### src/pwr_seq_cfg.svh
`ifndef PWR_SEQ_CFG_SVH
`define PWR_SEQ_CFG_SVH

// Host command register offsets (APB byte addresses)
`define PSQ_CTRL_OFS 12'h000
`define PSQ_DSPCTL_OFS 12'h004
`define PSQ_STATUS_OFS 12'h008

// Low-power control register field positions
`define PSQ_LV_EN_BIT 0
`define PSQ_DEEP_EN_BIT 4
`define PSQ_OSC_CTL_BIT 9
`define PSQ_ISO_BIT 12

// DSP control register field positions
`define PSQ_DSP_EN_BIT 0
`define PSQ_DSP_RST_BIT 1
`define PSQ_DSP_CKEN_BIT 2
`define PSQ_SUPPLY_BIT 3

// Reset values
`define PSQ_CTRL_RST 32'h0000_0000
`define PSQ_DSPCTL_RST 32'h0000_0003

// Supply ramp and settle wait in the device, in ns and in clock cycles
`define PSQ_SETTLE_NS 500
`define PSQ_CLK_NS 50
`define PSQ_SETTLE_CYC ((`PSQ_SETTLE_NS + `PSQ_CLK_NS - 1) / `PSQ_CLK_NS)

`endif

### src/pwr_seq_pkg.sv
package pwr_seq_pkg;
  typedef enum logic [1:0] {
    DOM_ACTIVE,
    DOM_INACTIVE,
    DOM_PENDING,
    DOM_SLEEP
  } dom_state_t;

  typedef enum logic [1:0] {
    LPC_AWAKE,
    LPC_BIG_SLEEP,
    LPC_DEEP_SLEEP,
    LPC_OFF
  } lpc_state_t;

  // Chip state codes: 0 off, 1.x=1..3, 2.x=4..5, 3.x=6..7
  typedef enum logic [2:0] {
    CHIP_OFF,
    CHIP_1_1,
    CHIP_1_2,
    CHIP_1_3,
    CHIP_2_1,
    CHIP_2_2,
    CHIP_3_1,
    CHIP_3_2
  } chip_state_t;
endpackage

### src/pwr_seq_if.sv
`timescale 1ns/1ps
`default_nettype none
interface pwr_seq_if;
  logic host_irq;
  logic dsp_irq;
  logic ext_clk_req;
  logic host_standby;
  logic dsp_idle_exec;
  logic lv_en;
  logic deep_en;
  logic osc_ctl;
  logic iso_ctl;
  logic dsp_en;
  logic dsp_rst;
  logic dsp_input_clock_en;
  logic supply_on;
  logic pwr_good;
  logic proc_clk_en;
  logic dsp_clk_on;
  logic dsp_reset;
  logic dsp_iso;
  logic chip_wake;
  logic low_voltage_request;
  logic osc_stop;
  logic dsp_idle;
  logic [1:0] host_state;
  logic [1:0] dsp_state;
  logic [2:0] chip_state;

  modport dev (
    input host_irq, dsp_irq, ext_clk_req, host_standby, dsp_idle_exec,
    input lv_en, deep_en, osc_ctl, iso_ctl, dsp_en, dsp_rst, dsp_input_clock_en,
    input pwr_good,
    output proc_clk_en, dsp_clk_on, dsp_reset, dsp_iso, chip_wake,
    output low_voltage_request, osc_stop, dsp_idle, host_state,
    output dsp_state, chip_state
  );
  modport host (
    output lv_en, deep_en, osc_ctl, iso_ctl, dsp_en, dsp_rst, dsp_input_clock_en,
    output supply_on, host_standby,
    input proc_clk_en, dsp_clk_on, dsp_reset, dsp_iso, chip_wake,
    input low_voltage_request, osc_stop, dsp_idle, host_state,
    input dsp_state, chip_state
  );
endinterface
`default_nettype wire

### src/pwr_seq_dev.sv
//Contract
//- Chip state from host and DSP states
//- Host states map to controller states
//- State held except in sleep
//- DSP sleep: reset, isolation, clocks off
//- DSP pending only if already inactive
//- Unmasked interrupt restarts inactive DSP clocks
//- DSP idle instruction gates DSP clock
//- Readable DSP idle status flag
//- Software sleep order for DSP
//- Software wake order for DSP
//- No interrupt wake from DSP sleep
//- Unmasked interrupts raise wake request (here the DSP interrupt counts only while the DSP is inactive or pending)
//- Wake request restores awake and clock
//- Software prepares host before idling
//- Clear deep bit for big sleep
//- Standby shuts clocks, then chip idle
//- Chip idle: clock off, wake asserted
//- Set deep, low-voltage, oscillator bits
//- Only DSP idle self-initiated
//- DSP software gates clocks before idle
//- Hardware steps by controller state machine
//- Isolation bit cleared at power-up only
//- Low-voltage output high in deep sleep
//
// Added by the designer: the placing of the registers and the APB slave port.
`timescale 1ns/1ps
`default_nettype none
`include "pwr_seq_cfg.svh"
module pwr_seq_dev (
  input wire logic i_clk_sys,
  input wire logic i_rst_n,
  input wire logic i_host_irq,
  input wire logic i_dsp_irq,
  input wire logic i_ext_clk_req,
  input wire logic i_dsp_idle_exec,
  input wire logic i_host_standby,
  pwr_seq_if.dev bus
);
  // ****************************************
  // Input synchronisers
  // ****************************************
  logic [4:0] sync1_reg;
  logic [4:0] sync2_reg;
  logic host_irq_s, dsp_irq_s, ext_req_s, dsp_idle_s, standby_s;

  always_ff @(posedge i_clk_sys or negedge i_rst_n) begin
    if (!i_rst_n) begin
      sync1_reg <= 5'h00;
      sync2_reg <= 5'h00;
    end else begin
      sync1_reg <= {i_host_standby, i_dsp_idle_exec, i_ext_clk_req,
                    i_dsp_irq, i_host_irq};
      sync2_reg <= sync1_reg;
    end
  end
  assign host_irq_s = sync2_reg[0];
  assign dsp_irq_s = sync2_reg[1];
  assign ext_req_s = sync2_reg[2];
  assign dsp_idle_s = sync2_reg[3];
  assign standby_s = sync2_reg[4];

  // ****************************************
  // Wake request
  // ****************************************
  pwr_seq_pkg::dom_state_t host_reg;
  pwr_seq_pkg::dom_state_t dsp_reg;
  logic wake_request;

  always_comb begin
    wake_request = host_irq_s;
    // Sleeping DSP has no wake path
    if (dsp_reg == pwr_seq_pkg::DOM_INACTIVE ||
        dsp_reg == pwr_seq_pkg::DOM_PENDING) begin
      wake_request = host_irq_s | dsp_irq_s;
    end
  end

  // ****************************************
  // Clock/reset unit: standby shutdown sequence
  // ****************************************
  typedef enum logic [1:0] {
    CRU_RUN,
    CRU_GATE,
    CRU_PLL_IDLE,
    CRU_IDLE
  } cru_t;
  cru_t cru_reg;
  logic chip_idle;

  always_ff @(posedge i_clk_sys or negedge i_rst_n) begin
    if (!i_rst_n) begin
      cru_reg <= CRU_RUN;
    end else begin
      case (cru_reg)
        CRU_RUN: if (standby_s && host_reg == pwr_seq_pkg::DOM_ACTIVE &&
                     !wake_request) cru_reg <= CRU_GATE;
        CRU_GATE: cru_reg <= CRU_PLL_IDLE;
        CRU_PLL_IDLE: cru_reg <= CRU_IDLE;
        CRU_IDLE: if (host_reg != pwr_seq_pkg::DOM_ACTIVE)
          cru_reg <= CRU_RUN;
        default: cru_reg <= CRU_RUN;
      endcase
    end
  end
  assign chip_idle = (cru_reg == CRU_IDLE);

  // ****************************************
  // Low-power controller state machine
  // ****************************************
  pwr_seq_pkg::lpc_state_t lpc_reg;
  logic [7:0] settle_cnt_reg;
  logic proc_clk_reg, chip_wake_reg, lv_reg, osc_stop_reg;

  always_ff @(posedge i_clk_sys or negedge i_rst_n) begin
    if (!i_rst_n) begin
      lpc_reg <= pwr_seq_pkg::LPC_AWAKE;
      settle_cnt_reg <= 8'h00;
    end else begin
      case (lpc_reg)
        pwr_seq_pkg::LPC_AWAKE: begin
          if (chip_idle) begin
            lpc_reg <= bus.deep_en ? pwr_seq_pkg::LPC_DEEP_SLEEP
                                   : pwr_seq_pkg::LPC_BIG_SLEEP;
          end
        end
        pwr_seq_pkg::LPC_BIG_SLEEP: begin
          if (wake_request || ext_req_s) lpc_reg <= pwr_seq_pkg::LPC_AWAKE;
        end
        pwr_seq_pkg::LPC_DEEP_SLEEP: begin
          // Supplies must settle before the clock is given back
          if (settle_cnt_reg != 8'h00) begin
            settle_cnt_reg <= settle_cnt_reg - 8'h01;
            if (settle_cnt_reg == 8'h01) lpc_reg <= pwr_seq_pkg::LPC_AWAKE;
          end else if (wake_request || ext_req_s) begin
            settle_cnt_reg <= 8'(`PSQ_SETTLE_CYC);
          end
        end
        default: lpc_reg <= pwr_seq_pkg::LPC_AWAKE;
      endcase
    end
  end

  always_ff @(posedge i_clk_sys or negedge i_rst_n) begin
    if (!i_rst_n) begin
      proc_clk_reg <= 1'b1;
      chip_wake_reg <= 1'b0;
    end else begin
      proc_clk_reg <= (lpc_reg == pwr_seq_pkg::LPC_AWAKE) && !chip_idle;
      chip_wake_reg <= (lpc_reg != pwr_seq_pkg::LPC_AWAKE) || chip_idle;
    end
  end

  always_ff @(posedge i_clk_sys or negedge i_rst_n) begin
    if (!i_rst_n) begin
      lv_reg <= 1'b0;
      osc_stop_reg <= 1'b0;
    end else begin
      lv_reg <= bus.lv_en && lpc_reg == pwr_seq_pkg::LPC_DEEP_SLEEP &&
                settle_cnt_reg == 8'h00;
      osc_stop_reg <= bus.osc_ctl &&
                      lpc_reg == pwr_seq_pkg::LPC_DEEP_SLEEP;
    end
  end

  // ****************************************
  // Domain state tracking
  // ****************************************
  always_comb begin
    case (lpc_reg)
      pwr_seq_pkg::LPC_AWAKE: host_reg = pwr_seq_pkg::DOM_ACTIVE;
      pwr_seq_pkg::LPC_BIG_SLEEP: host_reg = pwr_seq_pkg::DOM_INACTIVE;
      pwr_seq_pkg::LPC_DEEP_SLEEP: host_reg = pwr_seq_pkg::DOM_PENDING;
      default: host_reg = pwr_seq_pkg::DOM_SLEEP;
    endcase
  end

  // Pending is granted only at the first edge after the host enters it
  logic host_pend_reg;
  always_ff @(posedge i_clk_sys or negedge i_rst_n) begin
    if (!i_rst_n) begin
      host_pend_reg <= 1'b0;
    end else begin
      host_pend_reg <= (host_reg == pwr_seq_pkg::DOM_PENDING);
    end
  end

  logic dsp_idle_reg;
  always_ff @(posedge i_clk_sys or negedge i_rst_n) begin
    if (!i_rst_n) begin
      dsp_reg <= pwr_seq_pkg::DOM_SLEEP;
      dsp_idle_reg <= 1'b0;
    end else if (!bus.pwr_good || (bus.dsp_rst && bus.iso_ctl)) begin
      dsp_reg <= pwr_seq_pkg::DOM_SLEEP;
      dsp_idle_reg <= 1'b0;
    end else begin
      case (dsp_reg)
        pwr_seq_pkg::DOM_SLEEP: // Only software leaves sleep
          if (!bus.iso_ctl && bus.dsp_input_clock_en && !bus.dsp_rst &&
              !bus.dsp_en) dsp_reg <= pwr_seq_pkg::DOM_ACTIVE;
        pwr_seq_pkg::DOM_ACTIVE:
          if (dsp_idle_s) begin
            dsp_reg <= pwr_seq_pkg::DOM_INACTIVE;
            dsp_idle_reg <= 1'b1;
          end
        pwr_seq_pkg::DOM_INACTIVE:
          if (dsp_irq_s && !bus.dsp_rst) begin
            dsp_reg <= pwr_seq_pkg::DOM_ACTIVE;
            dsp_idle_reg <= 1'b0;
          end else if (host_reg == pwr_seq_pkg::DOM_PENDING &&
                       !host_pend_reg) begin
            dsp_reg <= pwr_seq_pkg::DOM_PENDING;
          end
        pwr_seq_pkg::DOM_PENDING:
          if (host_reg != pwr_seq_pkg::DOM_PENDING) begin
            dsp_reg <= pwr_seq_pkg::DOM_INACTIVE;
          end
        default: dsp_reg <= pwr_seq_pkg::DOM_SLEEP;
      endcase
    end
  end

  // ****************************************
  // Outputs
  // ****************************************
  pwr_seq_pkg::chip_state_t chip_reg;
  always_comb begin
    chip_reg = pwr_seq_pkg::CHIP_OFF;
    case (host_reg)
      pwr_seq_pkg::DOM_ACTIVE:
        case (dsp_reg)
          pwr_seq_pkg::DOM_SLEEP: chip_reg = pwr_seq_pkg::CHIP_1_3;
          pwr_seq_pkg::DOM_ACTIVE: chip_reg = pwr_seq_pkg::CHIP_1_1;
          default: chip_reg = pwr_seq_pkg::CHIP_1_2;
        endcase
      pwr_seq_pkg::DOM_INACTIVE:
        chip_reg = (dsp_reg == pwr_seq_pkg::DOM_SLEEP) ?
                   pwr_seq_pkg::CHIP_2_2 : pwr_seq_pkg::CHIP_2_1;
      pwr_seq_pkg::DOM_PENDING:
        chip_reg = (dsp_reg == pwr_seq_pkg::DOM_SLEEP) ?
                   pwr_seq_pkg::CHIP_3_2 : pwr_seq_pkg::CHIP_3_1;
      default: chip_reg = pwr_seq_pkg::CHIP_OFF;
    endcase
  end

  assign bus.proc_clk_en = proc_clk_reg;
  assign bus.chip_wake = chip_wake_reg;
  assign bus.low_voltage_request = lv_reg;
  assign bus.osc_stop = osc_stop_reg;
  assign bus.dsp_clk_on = (dsp_reg == pwr_seq_pkg::DOM_ACTIVE) &&
                          bus.dsp_input_clock_en;
  assign bus.dsp_reset = (dsp_reg == pwr_seq_pkg::DOM_SLEEP);
  assign bus.dsp_iso = (dsp_reg == pwr_seq_pkg::DOM_SLEEP);
  assign bus.dsp_idle = dsp_idle_reg;
  assign bus.host_state = host_reg;
  assign bus.dsp_state = dsp_reg;
  assign bus.chip_state = chip_reg;
endmodule
`default_nettype wire

### src/flat_wrapper.sv
// flat-port wrapper written by rule: the top's interface ports become plain ports
module pwr_seq_dev_flat 
  (i_clk_sys, i_rst_n, i_host_irq, i_dsp_irq, i_ext_clk_req, i_dsp_idle_exec, i_host_standby, bus_host_irq, bus_dsp_irq, bus_ext_clk_req, bus_host_standby, bus_dsp_idle_exec, bus_lv_en, bus_deep_en, bus_osc_ctl, bus_iso_ctl, bus_dsp_en, bus_dsp_rst, bus_dsp_input_clock_en, bus_pwr_good, bus_proc_clk_en, bus_dsp_clk_on, bus_dsp_reset, bus_dsp_iso, bus_chip_wake, bus_low_voltage_request, bus_osc_stop, bus_dsp_idle, bus_host_state, bus_dsp_state, bus_chip_state);
  pwr_seq_if bus_i ();
  input wire logic i_clk_sys;
  input wire logic i_rst_n;
  input wire logic i_host_irq;
  input wire logic i_dsp_irq;
  input wire logic i_ext_clk_req;
  input wire logic i_dsp_idle_exec;
  input wire logic i_host_standby;
  input wire logic [$bits(bus_i.host_irq)-1:0] bus_host_irq;
  input wire logic [$bits(bus_i.dsp_irq)-1:0] bus_dsp_irq;
  input wire logic [$bits(bus_i.ext_clk_req)-1:0] bus_ext_clk_req;
  input wire logic [$bits(bus_i.host_standby)-1:0] bus_host_standby;
  input wire logic [$bits(bus_i.dsp_idle_exec)-1:0] bus_dsp_idle_exec;
  input wire logic [$bits(bus_i.lv_en)-1:0] bus_lv_en;
  input wire logic [$bits(bus_i.deep_en)-1:0] bus_deep_en;
  input wire logic [$bits(bus_i.osc_ctl)-1:0] bus_osc_ctl;
  input wire logic [$bits(bus_i.iso_ctl)-1:0] bus_iso_ctl;
  input wire logic [$bits(bus_i.dsp_en)-1:0] bus_dsp_en;
  input wire logic [$bits(bus_i.dsp_rst)-1:0] bus_dsp_rst;
  input wire logic [$bits(bus_i.dsp_input_clock_en)-1:0] bus_dsp_input_clock_en;
  input wire logic [$bits(bus_i.pwr_good)-1:0] bus_pwr_good;
  output wire logic [$bits(bus_i.proc_clk_en)-1:0] bus_proc_clk_en;
  output wire logic [$bits(bus_i.dsp_clk_on)-1:0] bus_dsp_clk_on;
  output wire logic [$bits(bus_i.dsp_reset)-1:0] bus_dsp_reset;
  output wire logic [$bits(bus_i.dsp_iso)-1:0] bus_dsp_iso;
  output wire logic [$bits(bus_i.chip_wake)-1:0] bus_chip_wake;
  output wire logic [$bits(bus_i.low_voltage_request)-1:0] bus_low_voltage_request;
  output wire logic [$bits(bus_i.osc_stop)-1:0] bus_osc_stop;
  output wire logic [$bits(bus_i.dsp_idle)-1:0] bus_dsp_idle;
  output wire logic [$bits(bus_i.host_state)-1:0] bus_host_state;
  output wire logic [$bits(bus_i.dsp_state)-1:0] bus_dsp_state;
  output wire logic [$bits(bus_i.chip_state)-1:0] bus_chip_state;
  assign bus_i.host_irq = bus_host_irq;
  assign bus_i.dsp_irq = bus_dsp_irq;
  assign bus_i.ext_clk_req = bus_ext_clk_req;
  assign bus_i.host_standby = bus_host_standby;
  assign bus_i.dsp_idle_exec = bus_dsp_idle_exec;
  assign bus_i.lv_en = bus_lv_en;
  assign bus_i.deep_en = bus_deep_en;
  assign bus_i.osc_ctl = bus_osc_ctl;
  assign bus_i.iso_ctl = bus_iso_ctl;
  assign bus_i.dsp_en = bus_dsp_en;
  assign bus_i.dsp_rst = bus_dsp_rst;
  assign bus_i.dsp_input_clock_en = bus_dsp_input_clock_en;
  assign bus_i.pwr_good = bus_pwr_good;
  assign bus_proc_clk_en = bus_i.proc_clk_en;
  assign bus_dsp_clk_on = bus_i.dsp_clk_on;
  assign bus_dsp_reset = bus_i.dsp_reset;
  assign bus_dsp_iso = bus_i.dsp_iso;
  assign bus_chip_wake = bus_i.chip_wake;
  assign bus_low_voltage_request = bus_i.low_voltage_request;
  assign bus_osc_stop = bus_i.osc_stop;
  assign bus_dsp_idle = bus_i.dsp_idle;
  assign bus_host_state = bus_i.host_state;
  assign bus_dsp_state = bus_i.dsp_state;
  assign bus_chip_state = bus_i.chip_state;
  pwr_seq_dev u_core (.i_clk_sys(i_clk_sys), .i_rst_n(i_rst_n), .i_host_irq(i_host_irq), .i_dsp_irq(i_dsp_irq), .i_ext_clk_req(i_ext_clk_req), .i_dsp_idle_exec(i_dsp_idle_exec), .i_host_standby(i_host_standby), .bus(bus_i));
endmodule
### config.mk
export PLATFORM = sky130hd
export DESIGN_NAME = pwr_seq_dev_flat
export DESIGN_NICKNAME = d
export VERILOG_FILES = /design/src/pwr_seq_pkg.sv /design/src/pwr_seq_if.sv /design/src/pwr_seq_dev.sv /design/src/flat_wrapper.sv
export VERILOG_INCLUDE_DIRS = /design/src
export SDC_FILE = /design/constraint.sdc
export NUM_CORES = 1
export LEC_CHECK = 0
export ABC_CLOCK_PERIOD_IN_PS = 1650
export BUFFER_PORTS_ARGS = -buffer_cell sky130_fd_sc_hd__buf_2
export CAP_MARGIN = 40
export CORE_ASPECT_RATIO = 1.2
export CORE_UTILIZATION = 48
export CTS_BUF_LIST = sky130_fd_sc_hd__clkbuf_16
export DETAILED_ROUTE_END_ITERATION = 7
export GPL_TIMING_DRIVEN = 0
export PLACE_DENSITY_LB_ADDON = 0.3
export SYNTH_ARGS = -nofsm -noshare
export SYNTH_HDL_FRONTEND = slang
export SYNTH_SLANG_ARGS = --single-unit
### constraint.sdc
create_clock -name i_clk_sys -period 1.65 [get_ports i_clk_sys]
set_input_delay 0.33 -clock i_clk_sys [delete_from_list [all_inputs] [get_ports i_clk_sys]]
set_output_delay 0.33 -clock i_clk_sys [all_outputs]
set_load 0.05 [all_outputs]
==> flow_summary.json <==
{
  "area_delta_synth_final_pct": 50.3,
  "dpl.hpwl_um": 2280,
  "hold_ws_ns": 0.0856,
  "critPathMaxFanout": 3,
  "dieArea_sq_um": 3430,
  "clock_power_share_pct": 16.9,
  "ctsHoldBuffers": 0,
  "antenna_found_initial": 0,
  "power_frac_comb_pct": 59.4,
  "async_reset_ff_share_pct": 100,
  "yosys_warnings": 0,
  "cts_tree": "built",
  "final_util_pct": 75.5,
  "final_hold_viol_count": 0,
  "route.detailed.drc": 0,
  "critPathSlowestCell": "dfstp_4",
  "finalWirelength_um": 3810,
  "largest_register_ffs": 8,
  "cp-end-kind": "output port",
  "coreArea_sq_um": 3060,
  "finalClockSkew_ns": 0.00371,
  "min_period_over_period_pct": 119,
  "rrSetupSlack_ns": -0.27,
  "slew_headroom_pct": 55.7,
  "cp.arrival_ns": 1.63,
  "postRouteAntennaNets": 0,
  "cts_htree_levels": 2,
  "p_per_area_nw_per_um2": 2160,
  "chipWidth_um": 53.6,
  "crit_type": "flop to output port",
  "clock_path_buffers": 2,
  "tightestPinTransition_ns": 0.664,
  "slowest_delay_ns": 0.63,
  "syn_inst": 144,
  "seq_power_share_pct": 23.8,
  "yosysTopAreaCellShare_pct": 44.0,
  "yosys.area.top_type": "dfrtp_1",
  "cp_cell_sequence": "inv_4 > ha_4 > nand2b_4 > a21oi_4 > buf_6",
  "reg2reg_depth": 7,
  "num_antenna_cells": 0,
  "min_period_ns": 1.96,
  "crit_path_start_kind": "flop",
  "drtIter0Drc": 36,
  "grt_max_degree": 31,
  "hold_class": "input pin to async pin",
  "first_global_vias": 1256,
  "grt_pass1_wl_um": 5680,
  "cts_root_buffer": "clkbuf_16",
  "syn-num-nets": 182,
  "p_int_mw": 2.82,
  "start_util_pct": 50.2,
  "ys_ff_latch": 30,
  "syn_avg_cell_area_sq_um": 10.7,
  "drtPass1Iterations": 4,
  "ir_drop_mv": 1.76,
  "r2r_start": "u_core.bus.dsp_state[1]",
  "finalSetupViolCount": 14,
  "switchingPower_mw": 2.15,
  "ios": 35,
  "synth_ff_type": "dfrtp_1",
  "clk_pin_slew_ns": 0.05,
  "finalMaxSlewViolations": 0,
  "portBuffers": 29,
  "vias": 1254,
  "place_inst": 209,
  "run_status": "finished with violations",
  "violations": "negative setup slack",
  "ys_types": 31,
  "yosysMostFrequentCell": "dfrtp_1",
  "setup_ws_ns": -0.307,
  "vias_per_cell": 5.29,
  "grt_setup_unrepaired": "true",
  "grt_overflow_total": 0,
  "stdcell_count": 237,
  "fin_nets": 238,
  "crit_family": "flip-flops",
  "max_freq_mhz": 511,
  "cp.buffers_inverters": 2,
  "yosysSeqAreaShare_pct": 49.1,
  "cap_violations": 0,
  "synthesis.area_sq_um": 1540,
  "cts_made_buffers": 5,
  "synth.area.top_cells": "dfrtp_1, ha_1, dfstp_2",
  "die_h_um": 64.0,
  "rows": 22,
  "leakagePower_nw": 1.10,
  "worstPathRequired_ns": 1.32,
  "synth_commonest_cells": "dfrtp_1, ha_1, inv_1, nand2_1, nor2_1",
  "grt_util_all_layers_pct": 23.8,
  "r2r_end": "u_core.cru_reg[1]",
  "synth_edf_count": 0,
  "sw_frac_of_total_pct": 43.2,
  "wl_per_cell_um": 16.1,
  "gp_congestion": 0.784,
  "cts_sinks": 30,
  "clkLatencyLatePin_ns": 0.28,
  "drive_gt1_share_pct": 48.3
}
[repair_timing]
item | in CTS | in global routing
hold endpoints to repair | 0 | 0
pin swaps | 14 | 10
gates cloned | 0 | 0
resized for setup | 39 | 26
buffers inserted | 13 | 8
endpoints found under the setup margin | 21 | 20
[cell type report]
| cell class | count | area (sq um) |
|---|---|---|
| Multi-Input combinational cell | 100 | 910 |
| Sequential cell | 30 | 764 |
| Fill cell | 188 | 748 |
| Timing Repair Buffer | 49 | 378 |
| Clock buffer | 5 | 125 |
| Inverter | 12 | 55.1 |
| Tap cell | 36 | 45.0 |
| Buffer | 2 | 18.8 |
| Clock inverter | 3 | 11.3 |
[cells by family (layout without fill, tap and decap cells)]
logic type	count (synthesis)	in the layout	share of synthesized area, %
simple gates	48	48	17.0
flops	30	30	49.1
compound gates	27	27	10.8
fa+ha+maj	18	18	14.7
buf+inv	14	71	3.67
mux	7	7	4.73
[worst reg2reg max path: cells and delay by family (launching register included)]
family,cells,cell delay (ns)
buffers and inverters,2,0.18
AOI/OAI and AO/OA,2,0.37
DFF,1,0.63
adders and majority gates,1,0.24
and+or+nand+nor,1,0.11
muxes,1,0.28
[power by group through the flow]
| stage | logic [mW] | clock network [mW] | registers [mW] |
|---|---|---|---|
| final | 2.95 | 0.839 | 1.18 |
| after global routing | 3.16 | 0.883 | 1.21 |
| after CTS | 2.67 | 0.847 | 1.16 |
| after detailed placement | 2.11 | 0 | 1.20 |
| after global placement | 2.01 | 0 | 1.18 |
| after floorplan | 1.50 | 0 | 1.36 |
[layer usage]
layer  part of all wire (%)  GRT usage [%]  up-vias  wire, um
met2                     57           42.5       24      2190
li1                       -              -      601         -
met4                    1.4           8.88        0        55
met3                    3.0           7.86        6       113
met1                     38           24.6      623      1450
met5                      0              0        -         0
[metrics by stage]
step	area [sq um]	TNS (ns)	setup slack, ns	power, mW
2_1_floorplan	1600	-0.551	-0.173	2.87
3_3_place_gp	1790	-1.46	-0.233	3.19
3_5_place_dp	1790	-1.88	-0.246	3.31
4_1_cts	2160	-2.40	-0.297	4.68
5_1_grt	2310	-3.13	-0.336	5.25
6_report	2310	-2.36	-0.307	4.98
[worst max-delay path by stage]
| stage | startpoint | endpoint | cells after the start |
|---|---|---|---|
| 2_1_floorplan | u_core.bus.dsp_state[1] | bus_chip_state[0] | 4 |
| 3_3_place_gp | u_core.lpc_reg[0] | bus_host_state[1] | 5 |
| 3_5_place_dp | u_core.lpc_reg[0] | bus_host_state[1] | 5 |
| 4_1_cts | u_core.bus.dsp_state[1] | bus_chip_state[0] | 5 |
| 5_1_grt | u_core.bus.dsp_state[1] | bus_chip_state[0] | 5 |
| 6_report | u_core.bus.dsp_state[1] | bus_chip_state[0] | 5 |
[layout by cell type (no fill, tap or decap), types with 3 or more instances in the layout]
cell type / count
dfrtp_1: 25
buf_2: 20
buf_4: 16
ha_1: 11
buf_6: 9
nand2_1: 9
nor2_1: 9
inv_1: 8
a21oi_1: 6
ha_4: 6
mux2i_1: 5
clkbuf_16: 5
inv_4: 4
o21ai_0: 4
a31oi_1: 4
buf_8: 4
or2_4: 3
nand2_2: 3
nand3_1: 3
nand2b_1: 3
clkinv_1: 3
Power figures use the tool's default switching activity.
